$ cat src/common/adcr_pkg.sv
// Register offsets, field layouts and reset values for the converter config and result bank
package adcr_pkg;

   // Register indices as printed; byte address is four times the index
   localparam logic [7:0] DRIFT_COMP_LEVEL_SHIFT_CFG_IDX   = 8'h04;
   localparam logic [7:0] CHOP_ACCUM_REF_REGULATOR_CFG_IDX = 8'h05;
   localparam logic [7:0] LOWPASS_FILTER_CFG_IDX           = 8'h06;
   localparam logic [7:0] CONVERSION_RESULT_IDX            = 8'h09;

   // Field positions
   localparam int DRIFT_STEP_POS      = 7;
   localparam int DRIFT_COEF_LSB      = 4;
   localparam int SHIFTER_CHOP_POS    = 3;
   localparam int SHIFTER_EN_POS      = 2;
   localparam int CHOP_RATE_LSB       = 6;
   localparam int SUM_COUNT_LSB       = 4;
   localparam int REF_SEL_LSB         = 2;
   localparam int REG_SEL_LSB         = 0;
   localparam int EXT_RC_POS          = 4;
   localparam int LPF_EN_POS          = 2;
   localparam int LPF_NONCASC_POS     = 1;
   localparam int LPF_COEF_POS        = 0;

   // Reset values
   localparam logic [7:0]  DRIFT_CFG_RST  = 8'h00;
   localparam logic [7:0]  CHOP_CFG_RST   = 8'h40;
   localparam logic [7:0]  FILTER_CFG_RST = 8'h00;
   localparam logic [23:0] RESULT_RST     = 24'h000000;

   // Writable bit masks; unused and reserved bits read zero
   localparam logic [7:0] DRIFT_CFG_MASK  = 8'hFC;
   localparam logic [7:0] CHOP_CFG_MASK   = 8'hFF;
   localparam logic [7:0] FILTER_CFG_MASK = 8'h17;

   // Coarse step multiplier
   localparam int COARSE_STEP_FACTOR = 6;

   typedef struct packed {
      logic        psel;
      logic        penable;
      logic        pwrite;
      logic [11:0] paddr;
      logic [31:0] pwdata;
   } adcr_apb_req_t;

   typedef struct packed {
      logic        driftStepCoarse;
      logic [2:0]  driftCoefficient;
      logic        shifterChopActive;
      logic        inputShifterEnable;
      logic [1:0]  ampModulatorChopRate;
      logic [1:0]  decimatorSumCount;
      logic [1:0]  referenceSourceSelect;
      logic [1:0]  regulatorVoltageSelect;
      logic        externalRcFilterEnable;
      logic        postDecimatorLowpassEnable;
      logic        filterNoncascadeSelect;
      logic        filterCoefficientSelect;
   } adcr_ctrl_t;

   typedef enum logic [1:0] {
      REF_EXTERNAL_BOTH,
      REF_INTERNAL_LOOPBACK,
      REF_INTERNAL_GROUND
   } adcr_ref_t;

endpackage : adcr_pkg

$ cat src/logic/adcr_config_result_regs.sv
// APB register bank: drift, shifter, chop, reference, regulator, filter settings and result
//
// The APB register port is this design's own decision.
`timescale 1ns/1ps

module adcr_config_result_regs (
   input  wire logic                 core_clk,      // System clock, 100 MHz
   input  wire logic                 rst_n,         // Synchronous reset, active low
   input  wire adcr_pkg::adcr_apb_req_t apbReq,     // APB request group
   output logic      [31:0]          prdata,        // APB read data
   output logic                      pready,        // APB ready
   output logic                      pslverr,       // APB error, always driven low
   input  wire logic [23:0]          conversionValue, // New result from decimator
   input  wire logic                 conversionDone,  // One-cycle pulse, result valid
   output adcr_pkg::adcr_ctrl_t      ctrl,          // Decoded settings to analog side
   output logic signed [7:0]         driftPpmScaled, // Drift in 5 ppm units, times step
   output logic      [6:0]           decimatorSumTotal, // Number of summed outputs
   output adcr_pkg::adcr_ref_t       refSource,     // Decoded reference routing
   output logic      [8:0]           regulatorMillivolt10 // Supply setting in 10 mV units
);

   // ----------------------------------------------------------------
   // Bus decode
   // ----------------------------------------------------------------
   logic [7:0]  driftCfg_q, driftCfg_d;
   logic [7:0]  chopCfg_q, chopCfg_d;
   logic [7:0]  filterCfg_q, filterCfg_d;
   logic [23:0] result_q, result_d;

   wire logic        wordAligned = (apbReq.paddr[1:0] == 2'h0);
   wire logic [9:0]  regIndex    = apbReq.paddr[11:2];
   wire logic        selDrift    = wordAligned &&
      (regIndex == {2'h0, adcr_pkg::DRIFT_COMP_LEVEL_SHIFT_CFG_IDX});
   wire logic        selChop     = wordAligned &&
      (regIndex == {2'h0, adcr_pkg::CHOP_ACCUM_REF_REGULATOR_CFG_IDX});
   wire logic        selFilter   = wordAligned &&
      (regIndex == {2'h0, adcr_pkg::LOWPASS_FILTER_CFG_IDX});
   wire logic        selResult   = wordAligned &&
      (regIndex == {2'h0, adcr_pkg::CONVERSION_RESULT_IDX});
   wire logic        mapped      = selDrift | selChop | selFilter | selResult;
   wire logic        access      = apbReq.psel & apbReq.penable;
   wire logic        wrEn        = access & apbReq.pwrite & mapped;
   wire logic        rdEn        = access & ~apbReq.pwrite & mapped;
   // Result is read-only; a write to it sets badAccess but never raises pslverr
   wire logic        badAccess   = access & (~mapped | (apbReq.pwrite & selResult));

   wire logic [31:0] readMux =
      selDrift  ? {24'h000000, driftCfg_q}  :
      selChop   ? {24'h000000, chopCfg_q}   :
      selFilter ? {24'h000000, filterCfg_q} :
      selResult ? {8'h00, result_q}         : 32'h00000000;

   // Reads take one wait state so the registered word already stands
   // at the edge where the master samples ready; writes need none
   logic            rdValid_q, rdValid_d;
   wire logic       rdAccess   = access & ~apbReq.pwrite;
   assign rdValid_d = rdAccess & ~rdValid_q;
   assign pready    = ~rdAccess | rdValid_q;

   // ----------------------------------------------------------------
   // Register update
   // ----------------------------------------------------------------
   // Unused shifter-register bits masked
   assign driftCfg_d  = (wrEn && selDrift) ?
      (apbReq.pwdata[7:0] & adcr_pkg::DRIFT_CFG_MASK) : driftCfg_q;
   assign chopCfg_d   = (wrEn && selChop) ?
      (apbReq.pwdata[7:0] & adcr_pkg::CHOP_CFG_MASK) : chopCfg_q;
   assign filterCfg_d = (wrEn && selFilter) ?
      (apbReq.pwdata[7:0] & adcr_pkg::FILTER_CFG_MASK) : filterCfg_q;
   assign result_d    = conversionDone ? conversionValue : result_q;

   always_ff @(posedge core_clk) begin
      if (!rst_n) begin
         driftCfg_q  <= adcr_pkg::DRIFT_CFG_RST;
         chopCfg_q   <= adcr_pkg::CHOP_CFG_RST;
         filterCfg_q <= adcr_pkg::FILTER_CFG_RST;
         result_q    <= adcr_pkg::RESULT_RST;
         prdata      <= 32'h00000000;
         pslverr     <= 1'b0;
         rdValid_q   <= 1'b0;
      end else begin
         driftCfg_q  <= driftCfg_d;
         chopCfg_q   <= chopCfg_d;
         filterCfg_q <= filterCfg_d;
         result_q    <= result_d;
         prdata      <= (rdEn & ~rdValid_q) ? readMux : 32'h00000000;
         rdValid_q   <= rdValid_d;
         pslverr     <= 1'b0;
      end
   end

   // ----------------------------------------------------------------
   // Field decode
   // ----------------------------------------------------------------
   // Registered read data costs one wait state on every read; in return
   // the word is taken at a single edge, so a conversion landing during
   // the access cannot tear the result across its bytes.
   // Decoded settings below follow the stored bytes combinationally.

   // Maps the 3-bit drift code to a signed count of 5 ppm steps
   function automatic logic signed [3:0] drift_steps(input logic [2:0] code);
      logic signed [3:0] s;
      s = 4'sh0;
      unique case (code)
         3'h7: s = 4'sh3;
         3'h6: s = 4'sh2;
         3'h5: s = 4'sh1;
         3'h4: s = 4'sh0;
         3'h0: s = 4'sh0;
         3'h1: s = -4'sh1;
         3'h2: s = -4'sh2;
         3'h3: s = -4'sh3;
      endcase
      return s;
   endfunction : drift_steps

   wire logic [2:0] driftCode = driftCfg_q[adcr_pkg::DRIFT_COEF_LSB +: 3];
   wire logic       coarse    = driftCfg_q[adcr_pkg::DRIFT_STEP_POS];
   wire logic signed [7:0] fineSteps = 8'(drift_steps(driftCode));

   assign driftPpmScaled = coarse ?
      8'(fineSteps * 8'(adcr_pkg::COARSE_STEP_FACTOR)) : fineSteps;

   assign ctrl.driftStepCoarse      = coarse;
   assign ctrl.driftCoefficient     = driftCode;
   assign ctrl.inputShifterEnable   = driftCfg_q[adcr_pkg::SHIFTER_EN_POS];
   assign ctrl.shifterChopActive    = driftCfg_q[adcr_pkg::SHIFTER_CHOP_POS] &
                                      driftCfg_q[adcr_pkg::SHIFTER_EN_POS];
   assign ctrl.ampModulatorChopRate = chopCfg_q[adcr_pkg::CHOP_RATE_LSB +: 2];
   assign ctrl.decimatorSumCount    = chopCfg_q[adcr_pkg::SUM_COUNT_LSB +: 2];
   assign ctrl.referenceSourceSelect = chopCfg_q[adcr_pkg::REF_SEL_LSB +: 2];
   assign ctrl.regulatorVoltageSelect = chopCfg_q[adcr_pkg::REG_SEL_LSB +: 2];
   assign ctrl.externalRcFilterEnable = filterCfg_q[adcr_pkg::EXT_RC_POS];
   assign ctrl.postDecimatorLowpassEnable = filterCfg_q[adcr_pkg::LPF_EN_POS];
   assign ctrl.filterNoncascadeSelect = filterCfg_q[adcr_pkg::LPF_NONCASC_POS];
   assign ctrl.filterCoefficientSelect = filterCfg_q[adcr_pkg::LPF_COEF_POS];

   // Sum count 8 shifted by code
   assign decimatorSumTotal = 7'(7'h08 << ctrl.decimatorSumCount);

   assign refSource = ctrl.referenceSourceSelect[1] ? adcr_pkg::REF_INTERNAL_GROUND :
                      ctrl.referenceSourceSelect[0] ? adcr_pkg::REF_INTERNAL_LOOPBACK :
                                                      adcr_pkg::REF_EXTERNAL_BOTH;

   assign regulatorMillivolt10 =
      (ctrl.regulatorVoltageSelect == 2'h3) ? 9'h12C :
      (ctrl.regulatorVoltageSelect == 2'h2) ? 9'h118 :
      (ctrl.regulatorVoltageSelect == 2'h1) ? 9'h0F5 : 9'h0EB;
endmodule : adcr_config_result_regs
$ cat config.mk
export PLATFORM = sky130hd
export DESIGN_NAME = adcr_config_result_regs
export DESIGN_NICKNAME = d
export VERILOG_FILES = /design/src/common/adcr_pkg.sv /design/src/logic/adcr_config_result_regs.sv
export SDC_FILE = /design/constraint.sdc
export NUM_CORES = 1
export LEC_CHECK = 0
export ABC_AREA = 1
export BUFFER_PORTS_ARGS = -buffer_cell sky130_fd_sc_hd__clkbuf_2
export CAP_MARGIN = 20
export CORE_ASPECT_RATIO = 0.8
export CORE_MARGIN = 10
export CORE_UTILIZATION = 50
export CTS_BUF_LIST = sky130_fd_sc_hd__clkbuf_16
export CTS_CLUSTER_SIZE = 14
export DETAILED_ROUTE_END_ITERATION = 16
export HOLD_SLACK_MARGIN = 0.05
export PLACE_DENSITY_LB_ADDON = 0.25
export SLEW_MARGIN = 20
export SYNTH_ARGS = -nofsm -noshare
export SYNTH_HDL_FRONTEND = slang
export SYNTH_SLANG_ARGS = --single-unit
export TNS_END_PERCENT = 5
$ cat constraint.sdc
create_clock -name core_clk -period 3.4 [get_ports core_clk]
set_input_delay 0 -clock core_clk [delete_from_list [all_inputs] [get_ports core_clk]]
set_output_delay 0 -clock core_clk [all_outputs]
set_load 0.02 [all_outputs]
==> metrics.md <==
| Metric | Value |
|---|---|
| Io pins | 152 |
| Crit path largest cell delay | 450 ps |
| Worst Reg-to-Reg Cells | 7 |
| Critical R2R Launch | rdValid_q$_SDFF_PN0_ |
| HP Start | conversionDone |
| Cell taking the most area after synthesis | dfxtp_1 |
| Status | completed |
| Clk Latency, worst-skew pair | 320 ps |
| CP endpoint kind | output pin |
| Slack of the critical path | 1330 ps |
| Largest net degree at the start of global routing | 44 |
| Grt total ovfl | 0 |
| # diodes | 0 |
| Post-DR wirelength/cell | 13.7 um |
| Final Cell Area | 0.00442 mm2 |
| Root buffer cell | clkbuf_16 |
| RR Endpoint | prdata[21]$_SDFF_PP0_ |
| H-tree Lvls | 3 |
| Worst hold path class | input pin to flop |
| CTS Sinks | 70 |
| Relative slew margins | 49.2% |
| Count of final setup violators | 0 |
| Seq cells post-synth | 70 |
| Pwr Density | between 400 and 500 mW/mm2 |
| First-pass GRT wire length | 14200 um |
| Floorplan row count | 26 |
| Pre-CTS WS | 1630 ps |
| Post-route DRC | 0 |
| Via count | 3023 |
| DRT Pass-1 Iters | 4 |
| Initial antenna violation count | 0 |
| CP max stage cell | dfxtp_1 |
| Post-synth EDFFs | 0 |
| Element type at the critical path start | flop |
| WS Path Type | flop to output pin |
| Clock slew at reported path FFs | about 60 ps |
| Synth top area cells | dfxtp_1 (43%), o21ai_0 (6.8%), inv_1 (6.7%) |
| Non-filler cells, final | 643 |
| Max Buffers Root-to-Sink | 2 |
| CTS Buf Count | 9 |
| Worst hold path endpoint | result_q[2]$_SDFFE_PN0P_ |
| Crit path time final | 2070 ps |
| Final period util | 60.8% |
| CP most frequent cell | ha_1 |
| Final net count | approximately 640 |
| Worst Tran Pin Value | 762 ps |
| Area share of the largest cell type after synthesis | 43.1% |
| Register area share after synthesis | between 40% and 50% |
| Post-synth top cells | dfxtp_1 (70), inv_1 (58), nor2_1 (58) |
| FMAX | a little under 500 MHz |
| P&R area growth vs syn | 36.0% |
| Core Footprint | 0.00634 mm2 |
| Die ar. | ~0.010 mm2 |
| Gp weighted congestion | 0.815 |
| DIE HEIGHT | ~92 um |
| Fraction of layout cells with a size suffix above 1 | 29.5% |
| Placed instance count | between 500 and 600 |
| Die Wd | around 110 um |
| Dpl hpwl | 6340 um |
| CTS tree | built |
| Worst Path Required | 3400 ps |
| Leak Pwr | 2.21 nW |
| Synthesized area | 0.00325 mm2 |
| DRT iter0 DRCs | 129 |
| Vias in the first global route | 3048 |
| Clock Skew | ~9.0 ps |
| Setup TNS | 0 ps |
| # port buffers | 115 |
| VDD IR max | 317 uV |
| Synth Warn # | 0 |
| Post-synth cell types | 27 |
| Syn Inst Count | between 400 and 500 |
| Max capacitance violation total | 0 |
| DR vias/cell | 4.70 |
| Max Slew Vio Count | 0 |
| Worst-path maximum fanout | 6 |
| Avg Inst Size Synth | 7.87 um2 |
| Design Power | about 1.9 mW |
| Total track usage | 17.1% |
| RSZ-0062 raised after global routing | no |
| Final antenna-violating net count | 0 |
| Hold Path Depth | 3 |
| Worst EP arrival | 2070 ps |
| Initial Util | 51.3% |
| Flop2flop setup slack | 1910 ps |
| Cell with the most instances after synthesis | dfxtp_1 |
| Crit-path cells | ha_1 -> ha_1 -> ha_1 -> inv_1 -> ha_1 -> o21ai_0 -> clkbuf_2 |
| Post-DP Area | 0.00376 mm2 |
| Final wirelength | 8810 um |
| Synth Flop Type | dfxtp_1 |
| Asr flop ratio synth | 0% |
| Hold Violations, Final | 0 |
[metal layers]
metal | vias up | GRT usage, % | share of wire, %
met3 | 4 | 5.10 | 7.7
li1 | 1540 | - | -
met5 | - | 0 | 0
met4 | 0 | 4.17 | 0.44
met2 | 110 | 30.0 | 51
met1 | 1369 | 19.8 | 40
[area by class of cell]
| cell class | count | area, um2 |
|---|---|---|
| Clock inverter | 7 | 72.6 |
| Tap cell | 84 | 105 |
| Multi-Input combinational cell | 257 | 1430 |
| Fill cell | 543 | 1920 |
| Sequential cell | 70 | 1400 |
| Inverter | 65 | 244 |
| Clock buffer | 9 | 225 |
| Timing Repair Buffer | 151 | 941 |
[worst max-delay path by stage]
stage / from / endpoint / slack [ps] / depth (start not counted)
after detailed placement: apbReq[43] / fineSteps[1]$_DFF_P_ / 1630 / 11
final: fineSteps[2]$_SDFF_PP0_ / driftPpmScaled[5] / 1330 / 7
after global routing: fineSteps[2]$_SDFF_PP0_ / driftPpmScaled[5] / 1190 / 7
after floorplan: fineSteps[2]$_SDFF_PP0_ / driftPpmScaled[5] / 1590 / 6
after global placement: apbReq[46] / fineSteps[1]$_DFF_P_ / 1690 / 9
after CTS: fineSteps[2]$_SDFF_PP0_ / driftPpmScaled[5] / 1320 / 7
[worst max-delay path, delay by kind of cell, from the launching register on]
kind	cells	cell delay [ps]
AO/OA/AOI/OAI	1	160
adder cells (fa/ha/maj)	4	880
flip-flops	1	450
buffers and inverters	2	250
[cell families (layout without fill, tap and decap cells)]
kind of cell / after synthesis / count (layout) / share of synthesized area (%)
compound gates: 84 / 84 / 13.5
xor+xnor: 1 / 1 / 0.269
fa+ha+maj: 14 / 14 / 5.62
buf+inv: 97 / 232 / 14.1
flops: 70 / 70 / 43.1
other cells: 1 / 12 / 0.115
simple gates: 146 / 146 / 23.4
[where the power goes]
part	leakage, nW	switching, mW	total, mW	internal (mW)
Sequential	0.570	0.00677	0.847	0.841
Combinational	1.49	0.0817	0.149	0.0670
Clock	0.143	0.345	0.913	0.568
[state kept, by name, summed over array words and instances (netlist names)]
| register | count |
|---|---|
| filterCfg_q | 4 |
| driftCfg_q | 6 |
| fineSteps | 3 |
| chopCfg_q | 8 |
| rdValid_q | 1 |
| result_q | 24 |
| prdata | 24 |
[per-stage QoR]
stage               hold WS [ps]  util (%)
floorplan                    135         -
global placement             227      59.3
detailed placement           237      59.3
global route                84.3      69.7
CTS                         51.0      69.5
finish                      61.0      69.7
[what timing repair did]
action	in CTS	in global routing
hold buffers	35	0
gates resized for setup	0	0
setup endpoints to repair	0	0
hold endpoints to repair	41	0
buffers inserted	0	0
[placed cells by master (no fill, tap or decap)]
master / instances
o21ai_0: 44
or2_2: 1
nand2_1: 49
clkinv_1: 1
xnor2_1: 1
dlygate4sd3_1: 35
nor2_4: 13
o21ai_2: 2
conb_1: 12
nor2_2: 2
nand4_1: 5
clkinv_4: 2
ha_1: 13
inv_2: 7
inv_1: 58
fa_1: 1
clkbuf_16: 9
o211ai_1: 4
buf_8: 1
o21ai_1: 1
nor2_1: 58
nand3_1: 8
nand2_4: 5
bufinv_16: 1
dfxtp_1: 70
nor3_1: 1
clkinv_2: 1
clkinvlp_4: 1
clkbuf_2: 115
nand3_2: 2
nor2_8: 2
a21oi_1: 33
inv_6: 1
No activity file was read; power rests on OpenSTA's default activity.
